$ cat config.mk
export PLATFORM = sky130hd
export DESIGN_NAME = orc_homing_setup
export DESIGN_NICKNAME = d
export VERILOG_FILES = /design/src/rtl/orc_pkg.sv /design/src/rtl/orc_axil_slave.sv /design/src/rtl/orc_homing_setup.sv /design/src/rtl/orc_step_counter.sv
export SDC_FILE = /design/constraint.sdc
export NUM_CORES = 1
export LEC_CHECK = 0
export ABC_AREA = 1
export BUFFER_PORTS_ARGS = -buffer_cell sky130_fd_sc_hd__buf_2
export CAP_MARGIN = 20
export CELL_PAD_IN_SITES_DETAIL_PLACEMENT = 1
export CELL_PAD_IN_SITES_GLOBAL_PLACEMENT = 1
export CORE_MARGIN = 5
export CORE_UTILIZATION = 40
export CTS_CLUSTER_DIAMETER = 100
export DETAILED_ROUTE_END_ITERATION = 10
export GPL_ROUTABILITY_DRIVEN = 0
export PLACE_DENSITY = 0.71
export SKIP_CTS_REPAIR_TIMING = 1
export SYNTH_ARGS = -nofsm -noshare
export SYNTH_HDL_FRONTEND = slang
export SYNTH_SLANG_ARGS = --single-unit
$ cat constraint.sdc
create_clock -name clk -period 11 [get_ports clk]
set_input_delay 1.65 -clock clk [delete_from_list [all_inputs] [get_ports clk]]
set_output_delay 1.65 -clock clk [all_outputs]
set_load 0.1 [all_outputs]
$ cat src/rtl/orc_pkg.sv
package orc_pkg;

  // ---------------------------------------------------------------
  // Register map and fields
  // ---------------------------------------------------------------
  localparam logic [7:0] ADDR_SETUP = 8'h00;
  localparam logic [7:0] ADDR_CTRL = 8'h04;
  localparam logic [7:0] ADDR_STATUS = 8'h08;
  localparam logic [7:0] ADDR_CNT1 = 8'h0c;
  localparam logic [7:0] ADDR_CNT2 = 8'h10;
  localparam logic [7:0] ADDR_CNT3 = 8'h14;
  localparam logic [7:0] ADDR_CNT4 = 8'h18;
  localparam logic [31:0] SETUP_RESET = 32'h0000_0000;
  localparam logic [31:0] SETUP_WMASK = 32'hefff_7fff;
  localparam int MODE_LSB = 0;
  localparam int IDX_LSB = 4;
  localparam int MECH_SRC_LSB = 8;
  localparam int DEFL_SRC_LSB = 10;
  localparam int GEN_SRC_LSB = 12;
  localparam int BUSY_GATE_BIT = 14;
  localparam int CLEAR_EN_LSB = 16;
  localparam int HOME_RST_LSB = 20;
  localparam int BACKLASH_LSB = 24;
  localparam int HALT2_BIT = 29;
  localparam int HALT3_BIT = 30;
  localparam int HALT4_BIT = 31;
  localparam int CTRL_START_BIT = 0;
  localparam int CTRL_DIR_BIT = 1;
  localparam int CNT_W = 32;

  // ---------------------------------------------------------------
  // Homing modes and feed speeds
  // ---------------------------------------------------------------
  localparam logic [3:0] MODE_0 = 4'h0;
  localparam logic [3:0] MODE_3 = 4'h3;
  localparam logic [3:0] MODE_5 = 4'h5;
  localparam logic [3:0] MODE_6 = 4'h6;
  localparam logic [3:0] MODE_7 = 4'h7;
  localparam logic [3:0] MODE_8 = 4'h8;
  localparam logic [3:0] MODE_9 = 4'h9;
  localparam logic [3:0] MODE_10 = 4'ha;
  localparam logic [3:0] MODE_11 = 4'hb;
  localparam logic [3:0] MODE_12 = 4'hc;
  localparam logic [1:0] SPEED_NORMAL = 2'h0;
  localparam logic [1:0] SPEED_RFA = 2'h1;
  localparam logic [1:0] SPEED_RFL = 2'h2;
  localparam logic [1:0] RESP_OKAY = 2'h0;
  localparam logic [1:0] RESP_SLVERR = 2'h2;

  typedef enum logic [6:0] {
    ST_IDLE = 7'h01,
    ST_SEEK = 7'h02,
    ST_HALT = 7'h04,
    ST_REVERSE = 7'h08,
    ST_COUNT = 7'h10,
    ST_FINISH = 7'h20,
    ST_ZERO = 7'h40
  } orc_state_t;

  // One count step from a pulse source
  typedef struct packed {
    logic pulse;
    logic up;
  } orc_step_t;

  typedef struct packed {
    logic awvalid;
    logic [7:0] awaddr;
    logic wvalid;
    logic [31:0] wdata;
    logic [3:0] wstrb;
    logic bready;
    logic arvalid;
    logic [7:0] araddr;
    logic rready;
  } orc_axi_req_t;

  typedef struct packed {
    logic awready;
    logic wready;
    logic bvalid;
    logic [1:0] bresp;
    logic arready;
    logic rvalid;
    logic [31:0] rdata;
    logic [1:0] rresp;
  } orc_axi_rsp_t;

endpackage

$ cat src/rtl/orc_axil_slave.sv
`timescale 1ns/1ns
module orc_axil_slave
  import orc_pkg::*;
(
  input wire logic clk, // System clock
  input wire logic rst, // Async reset
  input orc_axi_req_t req, // Bus request
  output orc_axi_rsp_t rsp, // Bus response, registered
  output logic wrEn, // Write strobe
  input wire logic wrErr, // Write address unmapped
  input wire logic [31:0] rdData, // Read data for araddr
  input wire logic rdErr // Read address unmapped
);

  orc_axi_rsp_t rsp_q;

  assign rsp = rsp_q;
  assign wrEn = req.awvalid & req.wvalid & rsp_q.awready;

  // --------------------------------------------------------------
  // Write channel: both taken together, response after
  // --------------------------------------------------------------
  always_ff @(posedge clk or posedge rst) begin
    if (rst) begin
      rsp_q.awready <= 1'b0;
      rsp_q.wready <= 1'b0;
      rsp_q.bvalid <= 1'b0;
      rsp_q.bresp <= RESP_OKAY;
    end else if (wrEn) begin
      rsp_q.awready <= 1'b0;
      rsp_q.wready <= 1'b0;
      rsp_q.bvalid <= 1'b1;
      rsp_q.bresp <= wrErr ? RESP_SLVERR : RESP_OKAY;
    end else if (rsp_q.bvalid) begin
      if (req.bready) begin
        rsp_q.bvalid <= 1'b0;
      end
    end else begin
      rsp_q.awready <= req.awvalid & req.wvalid;
      rsp_q.wready <= req.awvalid & req.wvalid;
    end
  end

  // --------------------------------------------------------------
  // Read channel: data captured at address handshake
  // --------------------------------------------------------------
  always_ff @(posedge clk or posedge rst) begin
    if (rst) begin
      rsp_q.arready <= 1'b0;
      rsp_q.rvalid <= 1'b0;
      rsp_q.rdata <= 32'h0000_0000;
      rsp_q.rresp <= RESP_OKAY;
    end else if (req.arvalid & rsp_q.arready) begin
      rsp_q.arready <= 1'b0;
      rsp_q.rvalid <= 1'b1;
      rsp_q.rdata <= rdData;
      rsp_q.rresp <= rdErr ? RESP_SLVERR : RESP_OKAY;
    end else if (rsp_q.rvalid) begin
      if (req.rready) begin
        rsp_q.rvalid <= 1'b0;
      end
    end else begin
      rsp_q.arready <= req.arvalid;
    end
  end

endmodule // orc_axil_slave

$ cat src/rtl/orc_homing_setup.sv
`timescale 1ns/1ns
// Functional notes
// - Mode 6: limit stop, reverse at speed A, index count stop; reset at release.
// - Mode 7: limit stop, reverse at speed A, count index after release; reset at stop.
// - Mode 8: as mode 7 but immediate stop at limit and reverse at speed L; reset at count end.
// - Mode 9: homing operation 0, then move until mechanical count is zero.
// - Mode 10: homing operation 3, then move back to mechanical count zero.
// - Mode 11: homing operation 5, then drive to mechanical count zero.
// - Mode 12: homing operation 8, then move to mechanical count zero.
// - Bits 4-7 give index pulses to count; 0 means first, 15 sixteenth.
// - Bits 8-9 pick mechanical count source: encoder, output pulses, pulser.
// - Bits 10-11 pick deflection pair: out/enc, out/pulser, enc/pulser.
// - Bits 12-13 pick general source: out, encoder, pulser, clock over two.
// - Bit 14 lets general count only while busy output is low.
// - Bits 16-19 let clear input reset counters one to four.
// - Bits 20-23 reset each of the four counters at the reset point of the mode.
// - Bits 24-27 let each counter count correction pulses; zero excludes them.
// - Bits 29-31 halt mechanical, deflection and general counters.
// - Operation 3: count index after origin; stop, or decelerate at high speed.
// - Operation 5: origin stop, reverse, count index after release, then stop.
module orc_homing_setup
  import orc_pkg::*;
(
  input wire logic clk, // System clock, 10 MHz
  input wire logic rst, // Async reset, active high
  input orc_axi_req_t axiReq, // AXI4-Lite request
  output orc_axi_rsp_t axiRsp, // AXI4-Lite response
  input wire logic endLimitInput, // End limit sensor
  input wire logic originSensorInput, // Origin sensor
  input wire logic encoderIndexInput, // Index pulse, one cycle
  input wire logic highSpeedFeed, // Feeding at high speed
  input wire logic motorStopped, // Axis has stopped
  input wire logic axisOperating, // Other motion in progress
  input wire logic backlashActive, // Correction pulses being output
  input wire logic count1Halt, // Operation mode halt bit
  input wire logic counterClearInput, // Counter clear level
  input orc_step_t outputPulse, // Output pulse step
  input orc_step_t encoderPhase, // Encoder phase step
  input orc_step_t pulserPhase, // Pulser phase step
  output logic feedRun, // Feed command
  output logic feedDir, // Feed direction, 1 = positive
  output logic [1:0] feedSpeed, // Feed speed select
  output logic stopNow, // Immediate stop pulse
  output logic decelStop, // Deceleration stop pulse
  output logic homeDone, // Homing complete level
  output logic motionActiveN // Busy, active low
);

  // ---------------------------------------------------------------
  // Decoding helpers
  // ---------------------------------------------------------------
  function automatic logic [3:0] baseMode(input logic [3:0] m);
    case (m)
      MODE_9: baseMode = MODE_0;
      MODE_10: baseMode = MODE_3;
      MODE_11: baseMode = MODE_5;
      MODE_12: baseMode = MODE_8;
      default: baseMode = m;
    endcase
  endfunction

  function automatic orc_step_t pickStep(input logic [1:0] sel,
      input orc_step_t s0, input orc_step_t s1, input orc_step_t s2);
    case (sel)
      2'h0: pickStep = s0;
      2'h1: pickStep = s1;
      2'h2: pickStep = s2;
      default: pickStep = '0;
    endcase
  endfunction

  function automatic logic mapped(input logic [7:0] a);
    mapped = (a <= ADDR_CNT4) && (a[1:0] == 2'h0);
  endfunction

  // ---------------------------------------------------------------
  // Registers and signals
  // ---------------------------------------------------------------
  logic [31:0] setup_q;
  logic startDir_q;
  orc_state_t state_q;
  logic [3:0] idxCnt_q;
  logic [3:0] runMode_q;
  logic homeRst_q;
  logic clearPrev_q;
  logic clkHalf_q;
  logic wrEn;
  logic startReq;
  logic [31:0] rdData;
  logic clearEdge;
  logic sensor;
  logic [3:0] base;
  logic retMode;
  logic lastIdx;
  logic [CNT_W-1:0] cnt [4];
  logic [3:0] cntClr;
  logic [3:0] cntEn;
  orc_step_t outGated [4];
  orc_step_t addSel [4];
  orc_step_t subSel [4];
  logic [3:0] homeRstEn;
  logic [3:0] clearEn;

  assign homeRstEn = setup_q[HOME_RST_LSB +: 4];
  assign clearEn = setup_q[CLEAR_EN_LSB +: 4];
  assign base = baseMode(runMode_q);
  assign retMode = (runMode_q >= MODE_9) && (runMode_q <= MODE_12);
  assign sensor = (base >= MODE_6) ? endLimitInput : originSensorInput;
  assign lastIdx = encoderIndexInput
                   && (idxCnt_q == setup_q[IDX_LSB +: 4]);
  assign clearEdge = counterClearInput & ~clearPrev_q;

  // ---------------------------------------------------------------
  // Bus slave
  // ---------------------------------------------------------------
  orc_axil_slave u_slave (
    .clk(clk),
    .rst(rst),
    .req(axiReq),
    .rsp(axiRsp),
    .wrEn(wrEn),
    .wrErr(~mapped(axiReq.awaddr)),
    .rdData(rdData),
    .rdErr(~mapped(axiReq.araddr))
  );

  assign startReq = wrEn && (axiReq.awaddr == ADDR_CTRL)
                    && axiReq.wstrb[0] && axiReq.wdata[CTRL_START_BIT];

  // Setup register, byte lanes, undefined bits kept zero
  always_ff @(posedge clk or posedge rst) begin
    if (rst) begin
      setup_q <= SETUP_RESET;
    end else if (wrEn && axiReq.awaddr == ADDR_SETUP) begin
      for (int b = 0; b < 4; b++) begin
        if (axiReq.wstrb[b]) begin
          setup_q[8*b +: 8] <= axiReq.wdata[8*b +: 8]
                               & SETUP_WMASK[8*b +: 8];
        end
      end
    end
  end

  // Start direction held in control register
  always_ff @(posedge clk or posedge rst) begin
    if (rst) begin
      startDir_q <= 1'b0;
    end else if (wrEn && axiReq.awaddr == ADDR_CTRL && axiReq.wstrb[0]) begin
      startDir_q <= axiReq.wdata[CTRL_DIR_BIT];
    end
  end

  // Read multiplexer
  always_comb begin
    case (axiReq.araddr)
      ADDR_SETUP: rdData = setup_q;
      ADDR_CTRL: rdData = {30'h0, startDir_q, 1'b0};
      ADDR_STATUS: rdData = {16'h0, 4'h0, idxCnt_q, homeDone, state_q};
      ADDR_CNT1: rdData = cnt[0];
      ADDR_CNT2: rdData = cnt[1];
      ADDR_CNT3: rdData = cnt[2];
      ADDR_CNT4: rdData = cnt[3];
      default: rdData = 32'h0000_0000;
    endcase
  end

  // ---------------------------------------------------------------
  // Homing sequencer
  // ---------------------------------------------------------------
  always_ff @(posedge clk or posedge rst) begin
    if (rst) begin
      state_q <= ST_IDLE;
      runMode_q <= MODE_0;
      idxCnt_q <= 4'h0;
      feedRun <= 1'b0;
      feedDir <= 1'b0;
      feedSpeed <= SPEED_NORMAL;
      stopNow <= 1'b0;
      decelStop <= 1'b0;
      homeRst_q <= 1'b0;
      homeDone <= 1'b0;
    end else begin
      stopNow <= 1'b0;
      decelStop <= 1'b0;
      homeRst_q <= 1'b0;
      case (state_q)
        ST_IDLE: begin
          if (startReq) begin
            runMode_q <= setup_q[MODE_LSB +: 4];
            feedRun <= 1'b1;
            feedDir <= axiReq.wdata[CTRL_DIR_BIT];
            feedSpeed <= SPEED_NORMAL;
            homeDone <= 1'b0;
            state_q <= ST_SEEK;
          end
        end
        ST_SEEK: begin
          if (sensor) begin
            idxCnt_q <= 4'h0;
            if (base == MODE_3) begin
              // Keep feeding; the kind of stop is chosen at count end
              state_q <= ST_COUNT;
            end else begin
              feedRun <= 1'b0;
              if (base >= MODE_6) begin
                decelStop <= setup_q[MODE_LSB];
                stopNow <= ~setup_q[MODE_LSB];
              end else begin
                decelStop <= highSpeedFeed;
                stopNow <= ~highSpeedFeed;
              end
              homeRst_q <= (base == MODE_0);
              state_q <= (base == MODE_0) ? ST_FINISH : ST_HALT;
            end
          end
        end
        ST_HALT: begin
          if (motorStopped) begin
            feedRun <= 1'b1;
            feedDir <= ~feedDir;
            feedSpeed <= (base == MODE_8) ? SPEED_RFL : SPEED_RFA;
            state_q <= ST_REVERSE;
          end
        end
        ST_REVERSE: begin
          if (!sensor) begin
            homeRst_q <= (base == MODE_6);
            state_q <= ST_COUNT;
          end
        end
        ST_COUNT: begin
          if (lastIdx) begin
            feedRun <= 1'b0;
            if (base == MODE_3 || base == MODE_5) begin
              decelStop <= highSpeedFeed;
              stopNow <= ~highSpeedFeed;
            end else begin
              stopNow <= 1'b1;
            end
            homeRst_q <= (base != MODE_6);
            state_q <= ST_FINISH;
          end else if (encoderIndexInput) begin
            idxCnt_q <= idxCnt_q + 4'h1;
          end
        end
        ST_FINISH: begin
          if (motorStopped) begin
            if (retMode && cnt[1] != '0) begin
              feedRun <= 1'b1;
              feedDir <= cnt[1][CNT_W-1];
              feedSpeed <= SPEED_NORMAL;
              state_q <= ST_ZERO;
            end else begin
              homeDone <= 1'b1;
              state_q <= ST_IDLE;
            end
          end
        end
        ST_ZERO: begin
          if (cnt[1] == '0) begin
            feedRun <= 1'b0;
            stopNow <= 1'b1;
            state_q <= ST_FINISH;
          end
        end
        default: begin
          state_q <= ST_IDLE;
        end
      endcase
    end
  end

  // Busy output and clear edge history
  always_ff @(posedge clk or posedge rst) begin
    if (rst) begin
      motionActiveN <= 1'b1;
      clearPrev_q <= 1'b0;
      clkHalf_q <= 1'b0;
    end else begin
      motionActiveN <= ~(axisOperating | (state_q != ST_IDLE) | startReq);
      clearPrev_q <= counterClearInput;
      clkHalf_q <= ~clkHalf_q;
    end
  end

  // ---------------------------------------------------------------
  // Counter sources, gating and clears
  // ---------------------------------------------------------------
  assign addSel[0] = outGated[0];
  assign subSel[0] = '0;
  assign addSel[1] = pickStep(setup_q[MECH_SRC_LSB +: 2], encoderPhase,
                              outGated[1], pulserPhase);
  assign subSel[1] = '0;
  assign addSel[2] = pickStep(setup_q[DEFL_SRC_LSB +: 2], outGated[2],
                              outGated[2], encoderPhase);
  assign subSel[2] = pickStep(setup_q[DEFL_SRC_LSB +: 2], encoderPhase,
                              pulserPhase, pulserPhase);
  assign addSel[3] = (setup_q[GEN_SRC_LSB +: 2] == 2'h3)
                     ? orc_step_t'{pulse: clkHalf_q, up: 1'b1}
                     : pickStep(setup_q[GEN_SRC_LSB +: 2], outGated[3],
                                encoderPhase, pulserPhase);
  assign subSel[3] = '0;
  assign cntEn[0] = ~count1Halt;
  assign cntEn[1] = ~setup_q[HALT2_BIT];
  assign cntEn[2] = ~setup_q[HALT3_BIT];
  assign cntEn[3] = ~setup_q[HALT4_BIT]
                    & (~setup_q[BUSY_GATE_BIT] | ~motionActiveN);

  generate
    for (genvar k = 0; k < 4; k++) begin : g_cnt
      // Correction pulses counted only when allowed
      assign outGated[k] = '{pulse: outputPulse.pulse
          & (~backlashActive | setup_q[BACKLASH_LSB + k]),
          up: outputPulse.up};
      assign cntClr[k] = (clearEdge & clearEn[k])
                         | (homeRst_q & homeRstEn[k]);
      orc_step_counter u_cnt (
        .clk(clk),
        .rst(rst),
        .clr(cntClr[k]),
        .en(cntEn[k]),
        .addStep(addSel[k]),
        .subStep(subSel[k]),
        .count(cnt[k])
      );
    end
  endgenerate
endmodule // orc_homing_setup

$ cat src/rtl/orc_step_counter.sv
`timescale 1ns/1ns
module orc_step_counter
  import orc_pkg::*;
(
  input wire logic clk, // System clock
  input wire logic rst, // Async reset
  input wire logic clr, // Synchronous clear, wins
  input wire logic en, // Count enable
  input orc_step_t addStep, // Step added with its sign
  input orc_step_t subStep, // Step subtracted with its sign
  output logic [CNT_W-1:0] count // Present count
);

  logic [CNT_W-1:0] count_q;
  logic [CNT_W-1:0] delta;

  // Net change from both step inputs
  always_comb begin
    delta = '0;
    if (addStep.pulse) begin
      delta = addStep.up ? delta + 1'b1 : delta - 1'b1;
    end
    if (subStep.pulse) begin
      delta = subStep.up ? delta - 1'b1 : delta + 1'b1;
    end
  end

  // Counter register
  always_ff @(posedge clk or posedge rst) begin
    if (rst) begin
      count_q <= '0;
    end else if (clr) begin
      count_q <= '0;
    end else if (en) begin
      count_q <= count_q + delta;
    end
  end

  assign count = count_q;

endmodule // orc_step_counter

==> results of run 1 <==
[sequential cells by signal, summed over array words and instances, names as in the netlist]
register,count
clearPrev_q,1
clkHalf_q,1
decelStop,1
feedDir,1
feedRun,1
feedSpeed,2
g_cnt.u_cnt.count,128
homeDone,1
homeRst_q,1
idxCnt_q,4
motionActiveN,1
runMode_q,4
setup_q,30
startDir_q,1
state_q,7
stopNow,1
u_slave.rsp,38
[per-layer routing]
layer / vias to the layer above / wire, µm / GRT usage (%)
li1: 9866 / - / -
met1: 9983 / 34100 / 39.7
met2: 540 / 35400 / 48.4
met3: 138 / 4240 / 4.00
met4: 0 / 3130 / 10.1
met5: - / 0 / 0
[kinds of logic (layout without fill, tap and decap cells)]
kind of cell	count (synthesis)	after routing	share of synthesized area, %
other	1	4	0.0200
AOI/OAI and AO/OA	556	556	16.3
adders and majority gates	140	140	9.79
DFF	223	223	29.8
and+or+nand+nor	1590	1590	35.2
buffers and inverters	425	569	8.69
xor gates and xnor gates	5	5	0.234
[cell usage in the layout, fill, tap and decap left out, types with 27 or more instances in the layout]
cell type	n
nor3_1	36
dfrtp_1	221
ha_1	129
clkbuf_16	30
a21oi_1	180
nor2_1	246
nand3_1	202
o21ai_0	267
inv_1	372
buf_2	118
o22ai_1	27
nand2_1	1013
[power groups by stage]
stage	logic (µW)	registers [µW]	clock network (µW)
floorplan	1710	1340	0
global placement	2360	1370	0
detailed placement	2450	1380	0
CTS	2470	1370	1070
global route	2800	1400	1100
finish	2500	1380	1050
[metrics by stage]
stage	hold WS [ns]	setup WS, ns
2_1_floorplan	0.395	3.25
3_3_place_gp	0.405	4.20
3_5_place_dp	0.411	4.48
4_1_cts	0.422	5.07
5_1_grt	0.443	4.68
6_report	0.418	5.03
[layout make-up]
cell class	count	area (µm²)	share of cell area [%]
multi-input cells	2293	11500	54.6
flip-flops and latches	223	5580	26.4
inverters	380	1440	6.80
clock buffers	40	848	4.02
well taps	607	759	3.60
repair buffers	134	747	3.54
clock inverters	15	200	0.948
diodes	2	5.00	0.0237
[worst min path at each step]
| stage | from | end | slack [ns] | depth (start not counted) |
|---|---|---|---|---|
| after global placement | clkHalf_q | clkHalf_q | 0.41 | 1 |
| after global routing | clkHalf_q | clkHalf_q | 0.44 | 1 |
| after CTS | clkHalf_q | clkHalf_q | 0.42 | 1 |
| after detailed placement | clkHalf_q | clkHalf_q | 0.41 | 1 |
| after floorplan | clkHalf_q | clkHalf_q | 0.39 | 1 |
| final | clkHalf_q | clkHalf_q | 0.42 | 1 |
[critical path, cell delays in order]
cell and delay (ns):
buf_2 0.12, nand2_1 0.05, a21boi_0 0.18, nand3_1 0.38
fa_1 0.60, fa_1 0.49, fa_1 0.44, inv_1 0.09
fa_1 0.18, nor2_1 0.05, nor2_1 0.56, ha_1 0.41
a21oi_1 0.25, o21ai_0 0.17, a21oi_1 0.15, nand2_1 0.22
nand3_1 0.21, nand3_1 0.09, nand3_1 0.09, nand2_1 0.05
==> out/metrics.sh, run 1 <==
SYNTH-SEQ-CELLS=223
FINALCLOCKSKEW_NS=0.0180
VIA_PER_INST=5.56
CRIT_REQUIRED_NS=11.47
FIN_TOTAL_PWR_uW=4920
INTPOWER_uW=2490
DR_TOTAL_VIAS=20500
SYNTHESIS.INSTANCES=2940
WORST_SETUP_PATH_END_KIND='flop'
MAX-CLOCK-PATH-BUFFERS=3
CLKTRANSATPATHREGS_NS=0.06
SYNTH.YOSYS.WARNINGS=0
NUMPORTBUFFERS=118
COUNT_OF_STANDARD_CELL_ROWS=79
NETS=3276
INITIAL_CORE_UTILIZATION_PCT=40.3
SYNTH.AVG_CELL_AREA_UM2=6.37
OUTCOME='complete, no violations'
DOMINANT_SYNTHESIZED_FLOP_CELL='dfrtp_1'
AVERAGE_WIRE_PER_CELL_IN_THE_ROUTED_DESIGN_UM=20.8
STARTPOINT='encoderPhase[0]'
WORST_SLEW_PIN_SLEW_NS=1.12
FINAL_CYCLE_UTILIZATION_OF_THE_CRITICAL_PATH_PCT=54.3
FINAL.MIN_CLOCK_PERIOD_NS=5.97
FINAL_HOLD_VIOL_COUNT=0
ROUTED_WIRELENGTH_MM=76.8
PLACE_AREA_UM2=20000
STATIC-LEAKAGE-POWER_uW=0.0110
POST-ROUTE-CELL-AREA_UM2=21100
MAX_FREQ_MHz=168
CORE-AREA_UM2=46500
SWITCHING_SHARE_PCT=49.4
TRACK_USAGE_PCT=29.3
PLACED_CELLS_INCL_TAPS=3636
CTS_MAX_LEVEL=1
P_SW_uW=2430
TIMING.CRITICAL_PATH.FROM_TYPE='input port'
POWER.SHARE.SEQUENTIAL_PCT=27.9
VDD_DROP_MAX_mV=0.164
NUMBER_OF_DIFFERENT_LIBRARY_CELLS_IN_THE_POST_SYNTHESIS_NETLIST=55
INSERTION_DELAY_NS=0.60
TOTALNEGATIVESETUPSLACK_NS=0
ROUTER_ITERATIONS_BEFORE_ANTENNA_REPAIR=7
VIAS_IN_THE_FIRST_GLOBAL_ROUTE=20800
POWER_FRAC_COMB_PCT=50.7
MAX_CAP_VIOL=0
SYNTH.CELL_AREA_UM2=18700
LARGEST_NET_DEGREE_AT_THE_START_OF_GLOBAL_ROUTING=146
GRT_PASS1_WL_MM=118
CLOCK-ROOT-BUFFER='clkbuf_16'
FINAL_MAX_SLEW_VIOL_COUNT=0
DETAIL-ROUTE-ANTENNA-NETS=0
ASYNC_RESET_FF_SHARE_PCT=100
SYNTH_LARGEST_AREA_CELL='dfrtp_1'
GRT.OVERFLOW.TOTAL=0
ARRIVAL_NS=6.44
FINAL_CELLS=3694
CTS_NUM_SINKS=223
POWER.CLOCK.FRACTION_PCT=21.3
SYNTHMOSTINSTANTIATEDCELL='nand2_1'
CRIT_PATH_END='g_cnt[2].u_cnt.count[23]'
ROUTE.DETAILED.DRC=0
SYNTH_SEQ_AREA_SHARE_PCT=29.8
INITIALDRTVIOLATIONCOUNT=1428
SETUP_VIOLATIONS=0
RSZ0062_AT_GRT='no'
COUNT_OF_FLIP_FLOPS_WITH_A_BUILT_IN_ENABLE_AFTER_SYNTHESIS=0
REGTOREGSTARTPOINT='setup_q[10]'
REG2REG_SLACK_NS=5.37
AREA_DELTA_SYNTH_FINAL_PCT=12.7
DRIVE_GT1_SHARE_PCT=7.29
POWER.DENSITY_CELL_AREA_nW_PER_UM2=233
SLEW_HEADROOM_PCT=25.2
DIE_AREA_UM2=51300
GRT_ANTENNA_BEFORE_REPAIR=2
CRITICALPATHCATEGORY='input port to flop'
CTS-BUFFERS-INSERTED=30
FLOORPLAN.DIE.HEIGHT_UM=226
CTS_TREE='yes'
R2R.WORST_PATH.CELLS=22
FLOORPLAN.IO_PINS=123
YOSYS.AREA.TOP_TYPE_SHARE_PCT=29.5
FINAL_CORE_UTIL_PCT=45.4
CELL_TYPES_WITH_THE_LARGEST_AREA_SHARE_AFTER_SYNTHESIS='dfrtp_1 30%, nand2_1 20%, ha_1 8.6%'
TIMING.HOLD.WORST.CLASS='flop to flop'
DIE-WIDTH_UM=226
SYNTH.CELLS.MOST_FREQUENT='1,014 x nand2_1, 373 x inv_1, 267 x o21ai_0, 247 x nor2_1, 221 x dfrtp_1'
NUM-FILL-CELLS=6276
PLACE.DETAILED.HPWL_MM=61.8
CRITICAL_PATH_PEAK_FANOUT=8
REG2REG_TO='g_cnt[2].u_cnt.count[23]'
No activity file was read; power rests on OpenSTA's default activity.
==> run 2, diff against run 1 <==
Settings changed: PLACE_DENSITY 0.71 to 0.74.
Clock period 11 ns to 5.2 ns, I/O delays scaled along.
==> run 2 against run 1 <==
First-iteration DRC count up 7.1%. Routed wire length grew 0.67%. Via count is 1.5% higher. Setup slack lost 4.8 ns. Sequential share of layout area shrank 0.28 points. Clock-buffer cell count up 4. Design area rose by 1.1%. Cell count rose by 0.92%. Power grew 110%. Sequential power increased by 110%. Largest cell class unchanged. Largest power group unchanged.
==> out/metrics.sh, run 2 (synthesis results as in run 1) <==
OUTCOME='complete, no violations'
AREA_DELTA_SYNTH_FINAL_PCT=13.9
DPL_WORST_SLACK_NS=-0.0646
SLOWEST_STAGE='dfrtp_2'
DETAIL-ROUTE-ANTENNA-NETS=0
TRACK_USAGE_PCT=29.4
ROUTE.DETAILED.DRC=0
MOSTFREQUENTLAYOUTCELLS='1,011 x nand2_1, 372 x inv_1, 266 x o21ai_0'
REG2REG_SLACK_NS=0.24
REGTOREGSTARTPOINT='setup_q[10]'
MAX_FREQ_MHz=202
CRITPATHMAXSTAGEDELAY_NS=0.44
STATIC-LEAKAGE-POWER_uW=0.0112
POWER.DENSITY_CELL_AREA_nW_PER_UM2=493
CTS_TREE='yes'
FINAL_CORE_UTIL_PCT=45.9
NETS=3311
GRT_PASS1_WL_MM=119
PLACE_AREA_UM2=20300
LEADING_CELL_TYPE_IN_THE_LAYOUT_FILL_AND_TAPS_EXCLUDED='nand2_1'
TIMING.CRITICAL_PATH.FROM_TYPE='flop'
MAX_CAP_VIOL=0
TIMING.HOLD.WORST.CLASS='input port to asynchronous set/reset pin'
ROUTER_ITERATIONS_BEFORE_ANTENNA_REPAIR=5
ROUTED_WIRELENGTH_MM=77.4
FINAL_CYCLE_UTILIZATION_OF_THE_CRITICAL_PATH_PCT=95.4
ARRIVAL_NS=5.45
FLOORPLAN.DIE.HEIGHT_UM=226
LARGEST_NET_DEGREE_AT_THE_START_OF_GLOBAL_ROUTING=153
SLEW_HEADROOM_PCT=34.0
WORST_SETUP_PATH_END_KIND='flop'
INSERTION_DELAY_NS=0.60
INITIAL_CORE_UTILIZATION_PCT=40.3
CLKTRANSATPATHREGS_NS=0.06
WORST_PATH_MOST_REPEATED_CELL='nand2_1'
CLOCK-ROOT-BUFFER='clkbuf_16'
FINAL_MAX_SLEW_VIOL_COUNT=0
CTS_MAX_LEVEL=1
ANTENNA_CELLS=0
COUNT_OF_STANDARD_CELL_ROWS=79
CORE-AREA_UM2=46500
FINALWORSTSETUPSLACK_NS=0.240
CRIT_REQUIRED_NS=5.69
FINAL.MIN_CLOCK_PERIOD_NS=4.96
CRITICALPATHCATEGORY='flop to flop'
DIE_AREA_UM2=51300
TOTALNEGATIVESETUPSLACK_NS=0
VDD_DROP_MAX_mV=0.382
NUMPORTBUFFERS=118
GRT_ANTENNA_BEFORE_REPAIR=0
CRITICAL_PATH_PEAK_FANOUT=10
WORST_SLEW_PIN_SLEW_NS=0.989
PLACE.DETAILED.HPWL_MM=61.6
POST-ROUTE-CELL-AREA_UM2=21300
FLOORPLAN.IO_PINS=123
CTS-BUFFERS-INSERTED=30
FINAL_HOLD_VIOL_COUNT=0
SETUP_VIOLATIONS=0
LARGEST_REG_FLOPS=128
GRT.OVERFLOW.TOTAL=0
DR_TOTAL_VIAS=20800
INITIALDRTVIOLATIONCOUNT=1530
AVERAGE_WIRE_PER_CELL_IN_THE_ROUTED_DESIGN_UM=20.7
MAX-CLOCK-PATH-BUFFERS=3
CTS_NUM_SINKS=223
VIA_PER_INST=5.59
VIAS_IN_THE_FIRST_GLOBAL_ROUTE=21200
R2R.WORST_PATH.CELLS=25
REG2REG_TO='g_cnt[2].u_cnt.count[28]'
DRIVE_GT1_SHARE_PCT=8.59
FINALCLOCKSKEW_NS=0.0193
DIE-WIDTH_UM=226
==> run 2: changes by cell type in the layout (fill, tap and decap cells not counted), sizes merged <==
cell / delta
buf: +35
clkbuf: +4
bufinv: -3
diode: -2
clkinv: +1
inv: -1
==> run 2: per-stage QoR <==
stage	hold slack, ns	instances	power (µW)
5_1_grt	0.125	3728	11300
6_report	0.120	3728	10500
2_1_floorplan	0.395	2941	6440
3_5_place_dp	0.432	3671	8260
3_3_place_gp	0.410	3671	8020
4_1_cts	0.102	3727	10400
==> run 2: worst max-delay path, delay by kind of cell (launching register included) <==
kind	cells	cell delay [ns]
AND/OR/NAND/NOR	14	1.62
flip-flops	1	0.44
adder cells (fa/ha/maj)	6	2.22
buffers and inverters	5	0.58
==> run 2: worst max-delay path by stage <==
stage / from / to / cells after the start
finish: setup_q[10] / g_cnt[2].u_cnt.count[28] / 25
global route: setup_q[10] / g_cnt[2].u_cnt.count[29] / 27
CTS: setup_q[10] / g_cnt[2].u_cnt.count[23] / 27
detailed placement: encoderPhase[0] / g_cnt[2].u_cnt.count[23] / 25
global placement: encoderPhase[0] / g_cnt[2].u_cnt.count[23] / 25
floorplan: encoderPhase[0] / g_cnt[2].u_cnt.count[20] / 22
==> run 2: layout make-up <==
class	instances	area (µm²)
fillers	6340	25100
clock buffers	44	885
flip-flops and latches	223	5580
well taps	607	759
inverters	380	1430
repair buffers	169	986
clock inverters	12	108
multi-input cells	2293	11600
==> run 2: power by group <==
part	switching, µW	internal (µW)
combinational	3690	1780
sequential	657	2280
clock	886	1230
total	5230	5290
==> run 2: routing by layer <==
layer	up-vias	wire length (µm)	global-route usage, %	share of wire, %
met5	-	0	0	0
met4	0	2580	9.51	3.3
met3	136	4290	3.51	5.5
met2	575	36400	49.6	47
met1	10200	34100	39.5	44
li1	9928	-	-	-
==> run 3, diff against run 2 <==
Settings changed: BUFFER_PORTS_ARGS -buffer_cell sky130_fd_sc_hd__buf_2 to -buffer_cell sky130_fd_sc_hd__buf_4.
==> run 3 against run 2 <==
Register-to-register slack improved by 0.08 ns. Sequential share of layout area decreased by 0.50 points. Routed wire length is 1.3% higher. Via count is 0.95% higher. Largest cell class unchanged. Largest power group unchanged. Highest routed layer is now met5.
==> out/metrics.sh, run 3 (synthesis results as in run 1) <==
COUNT_OF_STANDARD_CELL_ROWS=79
CRITPATHMAXSTAGEDELAY_NS=0.44
GRT.MET1_USAGE_PCT=39.3
WORST_SLEW_PIN_SLEW_NS=0.939
SLEW_HEADROOM_PCT=37.4
DR_TOTAL_VIAS=21000
CTS_TREE='yes'
POWER.SHARE.SEQUENTIAL_PCT=27.4
LARGEST_NET_DEGREE_AT_THE_START_OF_GLOBAL_ROUTING=110
POWER_FRAC_COMB_PCT=51.6
ROUTER_ITERATIONS_BEFORE_ANTENNA_REPAIR=5
WORST_PATH_MOST_REPEATED_CELL='nand2_1'
NUMPORTBUFFERS=118
LARGEST_REG_FLOPS=128
AVERAGE_WIRE_PER_CELL_IN_THE_ROUTED_DESIGN_UM=21.0
STATIC-LEAKAGE-POWER_uW=0.0113
TIMING.CRITICAL_PATH.FROM_TYPE='flop'
ROUTED_WIRELENGTH_MM=78.4
ANTENNA_CELLS=0
CORE-AREA_UM2=46500
MAX_CAP_VIOL=0
WORST_SETUP_PATH_END_KIND='flop'
FINAL_MAX_SLEW_VIOL_COUNT=0
FINAL.MIN_CLOCK_PERIOD_NS=4.88
REG2REG_SLACK_NS=0.32
CRITICAL_PATH_PEAK_FANOUT=10
NETS=3313
DRIVE_GT1_SHARE_PCT=9.09
SETUP_VIOLATIONS=0
CLKTRANSATPATHREGS_NS=0.07
CRIT_REQUIRED_NS=5.70
INTPOWER_uW=5420
TIMING.HOLD.WORST.CLASS='input port to asynchronous set/reset pin'
CTS-BUFFERS-INSERTED=31
POWER.CLOCK.FRACTION_PCT=21.0
CRITICALPATHCATEGORY='flop to flop'
ARRIVAL_NS=5.38
AREA_DELTA_SYNTH_FINAL_PCT=16.1
GRT_BUSIEST_LAYER='met2'
FIN_TOTAL_PWR_uW=10700
FINAL_HOLD_VIOL_COUNT=0
PLACE.DETAILED.HPWL_MM=62.1
VIA_PER_INST=5.64
FLOORPLAN.IO_PINS=123
SLOWEST_STAGE='dfrtp_2'
INITIAL_CORE_UTILIZATION_PCT=40.3
FINAL_CELLS=3731
MAX_FREQ_MHz=205
PLACED_CELLS_INCL_TAPS=3672
GR-USAGE-MET3_PCT=4.66
POWER.DENSITY_CELL_AREA_nW_PER_UM2=493
INSERTION_DELAY_NS=0.62
VIAS_IN_THE_FIRST_GLOBAL_ROUTE=21700
CTS_NUM_SINKS=223
MOSTFREQUENTLAYOUTCELLS='1,011 x nand2_1, 372 x inv_1, 265 x o21ai_0'
CTS_MAX_LEVEL=1
OUTCOME='complete, no violations'
GRT_ANTENNA_BEFORE_REPAIR=2
P_SW_uW=5300
FINALCLOCKSKEW_NS=0.0213
TRACK_USAGE_PCT=30.1
VDD_DROP_MAX_mV=0.260
DETAIL-ROUTE-ANTENNA-NETS=0
TOTALNEGATIVESETUPSLACK_NS=0
CLOCK-ROOT-BUFFER='clkbuf_16'
DIE-WIDTH_UM=226
FLOORPLAN.DIE.HEIGHT_UM=226
GRT_PASS1_WL_MM=122
INITIALDRTVIOLATIONCOUNT=1614
RSZ0062_AT_GRT='no'
LEADING_CELL_TYPE_IN_THE_LAYOUT_FILL_AND_TAPS_EXCLUDED='nand2_1'
DIE_AREA_UM2=51300
USE_MET2_PCT=50.7
MAX-CLOCK-PATH-BUFFERS=3
ROUTE.DETAILED.DRC=0
NUM-FILL-CELLS=6253
GRT.OVERFLOW.TOTAL=0
SWITCHING_SHARE_PCT=49.4
FINAL_CYCLE_UTILIZATION_OF_THE_CRITICAL_PATH_PCT=93.9
==> run 3: changes by cell type in the layout (fill, tap and decap cells not counted), sizes merged <==
cell	change
clkinvlp	+2
inv	+1
buf	+1
clkbuf	-7
clkinv	+4
bufinv	+2
==> run 3: area by class of cell <==
type	instances	area [µm²]	share of cell area (%)
well taps	607	759	3.49
flip-flops and latches	223	5580	25.7
multi-input cells	2293	11600	53.5
clock buffers	37	838	3.85
repair buffers	170	1290	5.94
clock inverters	21	223	1.02
inverters	380	1430	6.58
==> run 3: worst paths after layout <==
| check | start | to | depth (start not counted) |
|---|---|---|---|
| worst max-delay path | setup_q[10] | g_cnt[2].u_cnt.count[28] | 25 |
| worst min-delay path | rst | g_cnt[1].u_cnt.count[30] | 2 |
| worst max register to register | setup_q[10] | g_cnt[2].u_cnt.count[28] | 25 |
| worst min register to register | clkHalf_q | clkHalf_q | 1 |
| max in group asynchronous | rst | g_cnt[2].u_cnt.count[12] | 3 |
| min in group clk | axisOperating | motionActiveN | 2 |
==> run 3: worst max-delay path: cells and delay by family, from the launching register on <==
family | cells | cell delay, ns
adders and majority gates | 6 | 2.25
and+or+nand+nor | 15 | 1.63
buffers and inverters | 4 | 0.45
DFF | 1 | 0.44
==> run 3: power groups by stage <==
stage	Sequential (µW)	Combinational (µW)	Clock (µW)
after global routing	2990	6190	2370
after floorplan	2830	3610	0
after detailed placement	2940	5360	0
after CTS	2920	5400	2290
after global placement	2910	5160	0
final	2940	5540	2250
==> run 3: stage by stage <==
stage / hold WS [ns] / area [µm²] / util, % / setup slack (ns)
after floorplan: 0.395 / 18700 / - / 0.415
after global placement: 0.410 / 20600 / 44.3 / 0.0911
after detailed placement: 0.439 / 20600 / 44.3 / -0.115
after CTS: 0.0649 / 21700 / 46.6 / -0.0659
after global routing: 0.0735 / 21800 / 46.8 / 0.0296
final: 0.0853 / 21800 / 46.8 / 0.317
==> run 3: routing by layer <==
layer  share of wire, %  vias to the layer above
li1                   -                     9940
met5              0.022                        -
met2                 47                      585
met3                6.0                      169
met1                 43                    10300
met4                4.0                        2
